===== src/cpu_decode_regs.svh =====
// constants for the processor address decode and bus steering block
// assumes a 200 MHz system clock and an 8 MHz processor bus
//
// Summary of operation
// - bus timing counted in 125 ns T states
// - address captured at strobe fall, held through cycle
// - upper address and status latched with address
// - direction high on writes, set in first state
// - buffer enable asserts only once data present
// - status bits separate memory, peripheral, read, write
// - low select unused; mid selects 0-3 decode
// - mid select 3 and boot select regions
// - seven 128-byte peripheral select windows
// - mid areas zero waits, honour external ready
// - boot area three waits, ignores ready
// - peripheral areas two waits, ignore ready
// - peripheral 0 split into eight 16-byte selects
// - 16-byte selects qualified by select and strobe
// - first block split into mirrored 2-byte selects
// - 2-byte selects serve mux, count, unused
// - four 32-byte DMA acknowledges from 0080H
// - acknowledge 0 floppy, 3 disk, 1-3 external
// - steering high for local, low for external
// - local targets listed, all others external
// - 100 us timeout forces ready and local
// - boot select or interrupt ack drive sync ready
`ifndef CPU_DECODE_REGS_SVH
`define CPU_DECODE_REGS_SVH

`define CLK_PERIOD_NS 5
`define T_STATE_NS 125
`define T_STATE_CYC ((`T_STATE_NS + `CLK_PERIOD_NS - 1) / `CLK_PERIOD_NS)
`define TIMEOUT_US 100
`define TIMEOUT_CYC (`TIMEOUT_US * 1000 / `CLK_PERIOD_NS)

`define STAT_INTA 3'h0
`define STAT_IO_RD 3'h1
`define STAT_IO_WR 3'h2
`define STAT_FETCH 3'h4
`define STAT_MEM_RD 3'h5
`define STAT_MEM_WR 3'h6
`define STAT_PASSIVE 3'h7

`define NUM_MID 4
`define MID_MASK 20'he0000
`define MID_STEP 20'h20000
`define BOOT_BASE 20'hf8000
`define BOOT_MASK 20'hf8000
`define NUM_PERIPH 7
`define PERIPH_MASK 20'h0ff80
`define PERIPH_STEP 20'h00080
`define NUM_DEV16 8
`define DEV16_MASK 20'h0fff0
`define DEV16_STEP 20'h00010
`define NUM_DEV2 4
`define DEV2_MASK 20'h0fff6
`define DEV2_STEP 20'h00002
`define NUM_DMA 4
`define DMA_BASE 20'h00080
`define DMA_MASK 20'h0ffe0
`define DMA_STEP 20'h00020

`define WAIT_MID 3'h0
`define WAIT_PERIPH 3'h2
`define WAIT_BOOT 3'h3
`define WAIT_ONE 3'h1
`define TDIV_ZERO 5'h00
`define TDIV_ONE 5'h01
`define TO_ZERO 16'h0000
`define TO_ONE 16'h0001

`endif


===== src/cpu_decode_pkg.sv =====
// types shared by the address decode and bus steering block
// assumes nothing beyond a SystemVerilog elaborator
package cpu_decode_pkg;
   typedef logic [2:0] status_t;
   typedef enum logic [2:0] {
      CYC_IDLE = 3'b001,
      CYC_ADDR = 3'b010,
      CYC_DATA = 3'b100
   } cyc_state_t;
   typedef struct packed {
      logic async_ready;
      logic hold;
      logic ale;
      status_t st;
      logic [3:0] hi;
      logic [15:0] ad;
   } pin_in_t;
endpackage


===== src/decode_if.sv =====
// latched address and cycle kind passed to the window decoders
// assumes one driver, the bus steering module
`timescale 1ns/1ps
`default_nettype none
interface decode_if;
   logic [19:0] addr;
   logic mem_cyc;
   logic io_cyc;
   logic qual;
   modport src (output addr, output mem_cyc, output io_cyc, output qual);
   modport dec (input addr, input mem_cyc, input io_cyc, input qual);
endinterface
`default_nettype wire


===== src/addr_window.sv =====
// one address window decoder with an active-low select
// assumes the latched address is stable while qual is high
`timescale 1ns/1ps
`default_nettype none
module addr_window #(
   parameter logic [19:0] BASE = 20'h00000,
   parameter logic [19:0] MASK = 20'hfffff,
   parameter bit IS_MEM = 1'b1
) (
   decode_if.dec bus,
   input wire logic en_i,
   output logic hit_n_o
);
   wire logic space_ok;
   wire logic match;
   // only the own address space answers
   assign space_ok = IS_MEM ? bus.mem_cyc : bus.io_cyc;
   assign match = ((bus.addr ^ BASE) & MASK) == 20'h00000;
   // combinational, quiet while the strobe is high
   assign hit_n_o = ~(en_i & bus.qual & space_ok & match);
endmodule
`default_nettype wire


===== src/cpu_bus_steer.sv =====
// address latch, chip select decode, waits and bus steering
// assumes processor pins arrive asynchronous to clk_sys_i
`timescale 1ns/1ps
`default_nettype none
`include "cpu_decode_regs.svh"
module cpu_bus_steer #(
   parameter int unsigned TIMEOUT_CYCLES = `TIMEOUT_CYC
) (
   input wire logic clk_sys_i,
   input wire logic arst_n_i,
   input wire logic [15:0] addr_data_i,
   input wire logic [3:0] addr_hi_i,
   input wire cpu_decode_pkg::status_t proc_status_bits_i,
   input wire logic addr_latch_strobe_i,
   input wire logic hold_granted_i,
   input wire logic async_ready_i,
   output logic [19:0] latched_addr_o,
   output cpu_decode_pkg::status_t latched_status_o,
   output logic data_dir_tx_rx_o,
   output logic data_buf_en_n_o,
   output logic low_mem_sel_n_o,
   output logic [3:0] mid_mem_sel_n_o,
   output logic boot_mem_sel_n_o,
   output logic [6:0] periph_sel_n_o,
   output logic [7:0] dev16_sel_n_o,
   output logic [3:0] dev2_sel_n_o,
   output logic [3:0] dma_ack_n_o,
   output logic int_ack_n_o,
   output logic local_not_external_o,
   output logic sync_ready_o,
   output logic cycle_ready_o,
   output logic bus_timeout_n_o
);
   import cpu_decode_pkg::*;

   pin_in_t pin_raw;
   pin_in_t pin_s1_reg;
   pin_in_t pin_s2_reg;
   logic ale_d_reg;
   logic [4:0] tdiv_reg;
   logic [4:0] tdiv_next;
   cyc_state_t state_reg;
   cyc_state_t state_next;
   logic [19:0] addr_reg;
   status_t status_reg;
   logic dir_reg;
   logic den_reg;
   logic den_next;
   logic [2:0] wait_reg;
   logic [2:0] wait_next;
   logic [15:0] to_cnt_reg;
   logic [15:0] to_cnt_next;
   logic to_reg;
   logic to_next;

   wire logic ale_s;
   wire logic hold_s;
   wire logic async_ready_s;
   wire logic ale_rise;
   wire logic ale_fall;
   wire logic t_en;
   wire logic in_data;
   wire logic st_passive;
   wire logic wr_now;
   wire logic mem_cyc;
   wire logic io_cyc;
   wire logic inta_cyc;
   wire logic boot_hit;
   wire logic periph_any;
   wire logic honour_rdy;
   wire logic [2:0] waits_req;
   wire logic wait_ok;
   wire logic to_expire;

   // two-stage synchroniser on all processor pins
   assign pin_raw = '{async_ready: async_ready_i, hold: hold_granted_i,
                      ale: addr_latch_strobe_i, st: proc_status_bits_i,
                      hi: addr_hi_i, ad: addr_data_i};

   always_ff @(posedge clk_sys_i or negedge arst_n_i)
   begin
      if (!arst_n_i)
      begin
         pin_s1_reg <= '0;
         pin_s2_reg <= '0;
         ale_d_reg <= 1'b0;
      end
      else
      begin
         pin_s1_reg <= pin_raw;
         pin_s2_reg <= pin_s1_reg;
         ale_d_reg <= pin_s2_reg.ale;
      end
   end

   assign ale_s = pin_s2_reg.ale;
   assign hold_s = pin_s2_reg.hold;
   assign async_ready_s = pin_s2_reg.async_ready;
   assign ale_rise = ale_s & ~ale_d_reg;
   assign ale_fall = ~ale_s & ale_d_reg;
   assign st_passive = pin_s2_reg.st == `STAT_PASSIVE;
   assign wr_now = (pin_s2_reg.st == `STAT_MEM_WR) | (pin_s2_reg.st == `STAT_IO_WR);

   // T state enable, one pulse per 125 ns
   assign t_en = tdiv_reg == 5'(`T_STATE_CYC - 1);
   assign tdiv_next = t_en ? `TDIV_ZERO : tdiv_reg + `TDIV_ONE;

   always_ff @(posedge clk_sys_i or negedge arst_n_i)
   begin
      if (!arst_n_i)
         tdiv_reg <= `TDIV_ZERO;
      else
         tdiv_reg <= tdiv_next;
   end

   // bus cycle sequencing
   always_comb
   begin
      state_next = state_reg;
      case (state_reg)
         CYC_IDLE:
            if (ale_rise)
               state_next = CYC_ADDR;
         CYC_ADDR:
            if (ale_fall)
               state_next = CYC_DATA;
         CYC_DATA:
            if (ale_rise)
               state_next = CYC_ADDR;
            else if (st_passive)
               state_next = CYC_IDLE;
         default:
            state_next = CYC_IDLE;
      endcase
   end

   assign in_data = state_reg == CYC_DATA;

   // data enable once the first T state has passed
   assign den_next = (state_next == CYC_DATA) & (den_reg | (in_data & t_en));
   // wait states counted from data enable onward
   assign wait_next = ale_fall ? `WAIT_MID :
                      (den_reg & t_en & (wait_reg != `WAIT_BOOT)) ?
                      wait_reg + `WAIT_ONE : wait_reg;

   always_ff @(posedge clk_sys_i or negedge arst_n_i)
   begin
      if (!arst_n_i)
      begin
         state_reg <= CYC_IDLE;
         den_reg <= 1'b0;
         wait_reg <= `WAIT_MID;
      end
      else
      begin
         state_reg <= state_next;
         den_reg <= den_next;
         wait_reg <= wait_next;
      end
   end

   // address, status and direction latched at strobe fall
   always_ff @(posedge clk_sys_i or negedge arst_n_i)
   begin
      if (!arst_n_i)
      begin
         addr_reg <= 20'h00000;
         status_reg <= `STAT_PASSIVE;
         dir_reg <= 1'b0;
      end
      else if (ale_fall)
      begin
         addr_reg <= {pin_s2_reg.hi, pin_s2_reg.ad};
         status_reg <= pin_s2_reg.st;
         dir_reg <= wr_now;
      end
   end

   // bus timeout restarted at strobe rise
   assign to_expire = to_cnt_reg == `TO_ONE;
   assign to_cnt_next = ale_rise ? 16'(TIMEOUT_CYCLES) :
                        (to_cnt_reg != `TO_ZERO) ? to_cnt_reg - `TO_ONE : to_cnt_reg;
   assign to_next = den_reg & (to_reg | to_expire);

   always_ff @(posedge clk_sys_i or negedge arst_n_i)
   begin
      if (!arst_n_i)
      begin
         to_cnt_reg <= `TO_ZERO;
         to_reg <= 1'b0;
      end
      else
      begin
         to_cnt_reg <= to_cnt_next;
         to_reg <= to_next;
      end
   end

   // cycle kind from latched status
   assign mem_cyc = (status_reg == `STAT_FETCH) | (status_reg == `STAT_MEM_RD) |
                    (status_reg == `STAT_MEM_WR);
   assign io_cyc = (status_reg == `STAT_IO_RD) | (status_reg == `STAT_IO_WR);
   assign inta_cyc = in_data & (status_reg == `STAT_INTA);

   decode_if dbus ();
   assign dbus.addr = addr_reg;
   assign dbus.mem_cyc = mem_cyc;
   assign dbus.io_cyc = io_cyc;
   // selects only while address stable and bus owned
   assign dbus.qual = in_data & ~ale_s & ~hold_s;

   assign low_mem_sel_n_o = 1'b1;

   genvar gi;
   generate
      for (gi = 0; gi < `NUM_MID; gi++)
      begin : g_mid
         addr_window #(.BASE(20'(`MID_STEP * gi)), .MASK(`MID_MASK), .IS_MEM(1'b1)) u_win (
            .bus(dbus),
            .en_i(1'b1),
            .hit_n_o(mid_mem_sel_n_o[gi])
         );
      end
      for (gi = 0; gi < `NUM_PERIPH; gi++)
      begin : g_periph
         addr_window #(.BASE(20'(`PERIPH_STEP * gi)), .MASK(`PERIPH_MASK), .IS_MEM(1'b0))
         u_win (
            .bus(dbus),
            .en_i(1'b1),
            .hit_n_o(periph_sel_n_o[gi])
         );
      end
      for (gi = 0; gi < `NUM_DEV16; gi++)
      begin : g_dev16
         addr_window #(.BASE(20'(`DEV16_STEP * gi)), .MASK(`DEV16_MASK), .IS_MEM(1'b0))
         u_win (
            .bus(dbus),
            .en_i(~periph_sel_n_o[0]),
            .hit_n_o(dev16_sel_n_o[gi])
         );
      end
      for (gi = 0; gi < `NUM_DEV2; gi++)
      begin : g_dev2
         addr_window #(.BASE(20'(`DEV2_STEP * gi)), .MASK(`DEV2_MASK), .IS_MEM(1'b0))
         u_win (
            .bus(dbus),
            .en_i(~dev16_sel_n_o[0]),
            .hit_n_o(dev2_sel_n_o[gi])
         );
      end
      for (gi = 0; gi < `NUM_DMA; gi++)
      begin : g_dma
         addr_window #(.BASE(20'(`DMA_BASE + `DMA_STEP * gi)), .MASK(`DMA_MASK),
                       .IS_MEM(1'b0)) u_win (
            .bus(dbus),
            .en_i(1'b1),
            .hit_n_o(dma_ack_n_o[gi])
         );
      end
   endgenerate

   addr_window #(.BASE(`BOOT_BASE), .MASK(`BOOT_MASK), .IS_MEM(1'b1)) u_boot (
      .bus(dbus),
      .en_i(1'b1),
      .hit_n_o(boot_mem_sel_n_o)
   );

   assign boot_hit = ~boot_mem_sel_n_o;
   assign periph_any = ~&periph_sel_n_o;
   assign int_ack_n_o = ~inta_cyc;

   // per-region wait count and ready use
   assign waits_req = boot_hit ? `WAIT_BOOT :
                      periph_any ? `WAIT_PERIPH : `WAIT_MID;
   assign honour_rdy = ~(boot_hit | periph_any);
   assign wait_ok = den_reg & (wait_reg >= waits_req);
   assign cycle_ready_o = (wait_ok & (~honour_rdy | async_ready_s)) | to_reg;
   assign sync_ready_o = boot_hit | inta_cyc;

   // local versus external steering
   assign local_not_external_o = ~mid_mem_sel_n_o[0] | ~mid_mem_sel_n_o[1] |
                                 ~periph_sel_n_o[0] | boot_hit | ~dma_ack_n_o[0] |
                                 inta_cyc | to_reg;

   assign latched_addr_o = addr_reg;
   assign latched_status_o = status_reg;
   assign data_dir_tx_rx_o = dir_reg;
   assign data_buf_en_n_o = ~den_reg;
   assign bus_timeout_n_o = ~to_reg;
endmodule
`default_nettype wire


===== config.mk =====
export PLATFORM = sky130hd
export DESIGN_NAME = cpu_bus_steer
export DESIGN_NICKNAME = d
export VERILOG_FILES = /design/src/cpu_decode_pkg.sv /design/src/decode_if.sv /design/src/addr_window.sv /design/src/cpu_bus_steer.sv
export VERILOG_INCLUDE_DIRS = /design/src
export SDC_FILE = /design/constraint.sdc
export NUM_CORES = 1
export LEC_CHECK = 0
export BUFFER_PORTS_ARGS = -buffer_cell sky130_fd_sc_hd__buf_2
export CAP_MARGIN = 5
export CORE_MARGIN = 1
export CORE_UTILIZATION = 51
export DETAILED_ROUTE_END_ITERATION = 10
export PLACE_DENSITY = 0.75
export SYNTH_ARGS = -nofsm -noshare
export SYNTH_HDL_FRONTEND = slang
export SYNTH_SLANG_ARGS = --single-unit

===== constraint.sdc =====
create_clock -name clk_sys_i -period 3.97 [get_ports clk_sys_i]
set_input_delay 0.794 -clock clk_sys_i [delete_from_list [all_inputs] [get_ports clk_sys_i]]
set_output_delay 0.794 -clock clk_sys_i [all_outputs]
set_load 0.005 [all_outputs]

# Word-level counts from Yosys, hierarchy flattened
# Cells that the tools add are included.
# op_classes
mux	12
div	0
shift	0
eq_ne	15
n_lt_le_gt_ge	1
n_reduce_logical	34
n_addsub	3
n_mul	0
bitwise	119
# ops
operator	count
zero test 20 bit	28
bitwise AND 1 bit	46
NOT 1 bit	44
two-way mux 16 bit	2
equality test 3 bit (second input constant)	7
NOT 2 bit	10
two-way mux 3 bit	6
equality test 16 x 1 -> 1 bit (second input constant)	1
OR 1 bit	16
nonzero test 16 bit	1
subtractor 16 x 1 -> 16 bit (second input constant)	1
equality test 3 x 2 -> 1 bit (second input constant)	3
case mux 3 bit (3 select lines)	1
AND reduction 7 bit	1
equality test 3 x 1 -> 1 bit (second input constant)	2
NOT 3 bit	2
adder 5 x 1 -> 5 bit (second input constant)	1
equality test 5 bit (second input constant)	1
two-way mux 5 bit	1
NOT 5 bit	1
two-way mux 2 bit	2
nonzero test 2 bit	2
adder 3 x 1 -> 3 bit (second input constant)	1
>= comparator 3 x 2 -> 1 bit	1
3 further kinds	3
# word_totals
latchBits	0
reg_bits	106
mem_bits_ro	0
ram_bits	0
out_inout_bits	59
input_bits	28
mem_count	0
elab_cells	206

# Longest topological paths before layout
# depth
word_depth	13
depth_mapped	10
mapped_depth_nobuf	9

# Modules after synthesis
# Synthesis repeated with hierarchy kept, for this count alone.
# hier_totals
hier_cells	423
hier_area_um2	5109.9
# modules_own_cells
module	area_per_inst_um2	cells_each	instances
cpu_bus_steer	3998.8	300	1
addr_window (g_dev16[5].u_win ...)	43.8	5	5
addr_window (g_periph[1].u_win ...)	40.0	4	5
addr_window (g_dev16[1].u_win ...)	46.3	5	4
addr_window (g_dev2[1].u_win ...)	52.6	6	2
addr_window (g_dma[1].u_win ...)	45.0	5	2
addr_window (g_periph[0].u_win ...)	42.5	4	2
addr_window (g_dev2[3].u_win)	50.0	6	1
addr_window (g_dev16[0].u_win)	48.8	5	1
addr_window (g_dev2[0].u_win)	38.8	6	1
addr_window (g_mid[1].u_win ...)	17.5	2	2
addr_window (g_mid[0].u_win)	20.0	2	1
addr_window (u_boot)	18.8	3	1
addr_window (g_mid[3].u_win)	15.0	2	1

# Worst setup path after synthesis
# OpenSTA, ideal clock, no wires.
# synth_timing
path_type	register to output
startpoint	reg addr_reg[12], in the netlist latched_addr_o[12]
endpoint	out cycle_ready_o
path_buffers	0
t_required_ns	3.176
setup_slack_ns	1.045
arrival_ns	2.131
stages_incl_launch_ff	9
cell_sequence	dfrtp_1 -> or4_1 -> nor3_1 -> and2_1 -> o21ai_0 -> ha_1 -> a211o_1 -> a21oi_1 -> nor3_1
# synth_between
elab_chain_cells	10
word_cells_on_any_way	31
classes_between	1 x order compare; 2 x mux; 19 x bitwise; 9 x reduce/logical
# synth_rtl
element	line	text
from (decl)	cpu_bus_steer.sv:44	logic [19:0] addr_reg;
from (signal assigned)	cpu_bus_steer.sv:173	addr_reg <= {pin_s2_reg.hi, pin_s2_reg.ad};
zero test 20 bit	addr_window.sv:18	assign match = ((bus.addr ^ BASE) & MASK) == 20'h00000;
bitwise AND 1 bit	addr_window.sv:20	assign hit_n_o = ~(en_i & bus.qual & space_ok & match);
NOT 1 bit	addr_window.sv:20	
AND reduction 7 bit *	cpu_bus_steer.sv:269	assign periph_any = ~&periph_sel_n_o;
two-way mux 2 bit (no source line) (2 in series)	n/a	
>= comparator 3 x 2 -> 1 bit	cpu_bus_steer.sv:276	assign wait_ok = den_reg & (wait_reg >= waits_req);
bitwise AND 1 bit	cpu_bus_steer.sv:276	
bitwise AND 1 bit *	cpu_bus_steer.sv:277	assign cycle_ready_o = (wait_ok & (~honour_rdy | async_ready_s)) | to_reg;
OR 1 bit *	cpu_bus_steer.sv:277	
to (decl)	cpu_bus_steer.sv:31	output logic cycle_ready_o,
# Every way passes the cells marked *; elsewhere a longest branch is shown, timed or not.

# Final worst setup path
# layout_timing
startpoint	reg state_reg[1]
endpoint	out cycle_ready_o
# layout_between
elab_chain_cells	13
word_cells_on_any_way	30
classes_between	1 x order compare; 1 x eq/ne; 2 x mux; 24 x bitwise; 2 x reduce/logical
# layout_rtl
element	line	text
from (decl)	cpu_bus_steer.sv:42	cyc_state_t state_reg;
from (signal assigned)	cpu_bus_steer.sv:156	state_reg <= state_next;
equality test 3 bit *	cpu_bus_steer.sv:137	assign in_data = state_reg == CYC_DATA;
bitwise AND 1 bit * (2 in series)	cpu_bus_steer.sv:210	assign dbus.qual = in_data & ~ale_s & ~hold_s;
bitwise AND 1 bit (2 in series)	addr_window.sv:20	
NOT 1 bit	addr_window.sv:20	
AND reduction 7 bit	cpu_bus_steer.sv:269	
two-way mux 2 bit (no source line) (2 in series)	n/a	
>= comparator 3 x 2 -> 1 bit	cpu_bus_steer.sv:276	
bitwise AND 1 bit	cpu_bus_steer.sv:276	
bitwise AND 1 bit *	cpu_bus_steer.sv:277	
OR 1 bit *	cpu_bus_steer.sv:277	
# Marked as above.

==> results.yml <==
global_routing:
  grt_pass1_vias: 2816
  grt_pass1_wl_mm: 13.60
  antenna_found_initial: 0
  grt_remaining_overflow: 0
  gr-usage-all-layers: 0.1994
  grt_max_degree: 61
layout:
  drive_gt1_frac: 0.3115
  n_antenna_cell: 0
  largest_reg_flops: 26
  syn_to_final_growth_pct: 12.04
  final_area_mm2: 0.005006
  fill_cells: 712
  finalNonFillerCells: 548
  nNetsFinal: 475
clock_network:
  cts_tree: "yes"
  hold_buffers: 0
  cts_resized: 0
  cts_buffers: 9
  clk_latency_ns: 0.36
  root_buffer: "clkbuf_8"
  path_clk_slew_ns: 0.10
  postCtsSetupRepairBufs: 0
  cts_buffer_depth: 2
  cts.sinks: 106
  htree_levels: 3
yosys:
  synth_edf_count: 0
  syn_area_per_cell_um2: 11.82
  yosys_register_bits: 106
  yosys.area.top_type: "dfrtp_1"
  synth_common_cells: "dfrtp_1 (102), buf_4 (28), nor2_1 (27)"
  yosys-top-cells-area: "dfrtp_1 (57%), mux2_2 (5.5%), buf_4 (4.7%)"
  ys_types: 55
  seq_area_frac_synth: 0.5948
  synth_ff_type: "dfrtp_1"
  ys.warnings.count: 0
  synth-async-reset-ratio: 1.000
  yosysMostFrequentCell: "dfrtp_1"
  postSynthCellCount: 378
  synth_area_mm2: 0.004468
  yosysTopAreaCellShare: 0.5713
  synth_fp_nets: 414
setup_path:
  criticalPathCategory: "register to output pin"
  required_ns: 3.18
  crit_fanout: 7
  end_kind: "output pin"
  critPathArrivalTime_ns: 2.84
  start_kind: "register"
floorplan:
  start_util: 0.5357
  ioPinCount: 87
  die_w_um: 95.60
  die_y_um: 95.60
  fp.dieArea_mm2: 0.009139
  core_mm2: 0.008341
  rows: 33
timing:
  slew_violations: 0
  tightestPinTransition_ns: 1.089
  hold_ws_ns: 0.3540
  setup_viol: 0
  final-hold-violation-count: 0
  setup_ws_ns: 0.3371
  slew_headroom: 0.2671
  skew_ns: 0.01026
  fin_crit_ns: 3.633
  clock.fmax_mhz: 275.3
  rsz0062_at_grt: "false"
  finalSetupTns_ns: 0
  fin_crit_sh: 0.9151
place:
  pre_cts_ws_ns: 0.7499
  gp_congestion: 0.8398
  dp.cells: 533
  place_area_mm2: 0.004806
  place_hpwl_mm: 6.164
  portBuffers: 85
drt:
  drt_iter0_markers: 166
  vias_per_cell: 5.387
  drt-pass1-iter-count: 5
  wire_per_inst_um: 15.39
  drc_errors: 0
  drt-total-wl_mm: 8.433
  ant_nets: 0
  routed-via-count: 2952
hold_path:
  min_path_type: "register to register"
power:
  cellPowerDensity_mw_per_mm2: 455.7
  leakagePower_nw: 2.131
  ir_drop_v: 0.0002684
run_status:
  outcome: "finished, final reports clean"
run:
  cap_violations: 0
[final cells by class]
cell class              instances  area [um2]  area share
well taps                     105       131.4     0.02624
inverters                      14       52.55     0.01050
multi-input cells             219        1506      0.3009
clock buffers                   9       123.9     0.02474
repair buffers                 89       457.9     0.09148
flip-flops and latches        106        2658      0.5309
clock inverters                 6       76.32     0.01525
[report_power, final]
part / leakage, nW / internal, mW / total (mW) / switching, mW
registers: 1.26 / 1.19 / 1.31 / 0.121
logic: 0.779 / 0.147 / 0.310 / 0.163
clock network: 0.0954 / 0.298 / 0.665 / 0.367
[layout by cell type (no fill, tap or decap), drive strengths merged, types with 4 or more instances in the layout]
| cell type | count |
|---|---|
| dfrtp | 102 |
| buf | 89 |
| nor2 | 27 |
| mux2 | 22 |
| inv | 16 |
| nand2 | 15 |
| a21oi | 14 |
| nand3 | 12 |
| o21ai | 12 |
| nor3 | 11 |
| nor2b | 10 |
| nand4 | 9 |
| clkbuf | 9 |
| ha | 8 |
| or4 | 8 |
| nor4 | 7 |
| nand2b | 6 |
| nand4b | 6 |
| nor3b | 5 |
| dfstp | 4 |
[critical path, stage by stage, from the launching register on]
cell      delay [ns]
dfrtp_1         0.44
or3b_1          0.50
nor2_1          0.31
nand2_1         0.13
inv_1           0.08
ha_1            0.22
nand2b_1        0.14
a211o_1         0.29
a21oi_1         0.15
nor3_1          0.07
buf_2           0.15
[routing by layer]
layer,track usage,share of wire
met5,0,0
met4,0.08458,0.015
met3,0.05183,0.069
met2,0.3060,0.47
met1,0.2694,0.45
[cell families (layout without fill, tap and decap cells)]
logic type / Yosys count / after routing / synth area share
compound gates: 47 / 47 / 0.06609
xor+xnor: 5 / 5 / 0.009803
mux: 24 / 24 / 0.05993
simple gates: 134 / 134 / 0.1775
buf+inv: 53 / 118 / 0.06861
flops: 106 / 106 / 0.5948
other cells: 1 / 1 / 0.0008393
fa+ha+maj: 8 / 8 / 0.02240
[per-stage QoR]
step                utilization  power, mW
finish                   0.6002      2.281
global route             0.6002      2.411
CTS                      0.6002      2.303
detailed placement       0.5762      1.639
floorplan                     -      1.494
global placement         0.5762      1.616
[path summary, 6_finish.rpt]
check,startpoint,endpoint,slack [ns],depth (start not counted)
max,state_reg[1],cycle_ready_o,0.34,10
min,pin_s1_reg[6],pin_s2_reg[6],0.35,0
max reg2reg,to_cnt_reg[4],to_cnt_reg[4],1.76,4
min reg2reg,pin_s1_reg[6],pin_s2_reg[6],0.35,0
max in group asynchronous,arst_n_i,latched_status_o[2],2.62,2
min in group asynchronous,arst_n_i,to_cnt_reg[14],0.47,1
No activity file was read; power rests on OpenSTA's default activity.
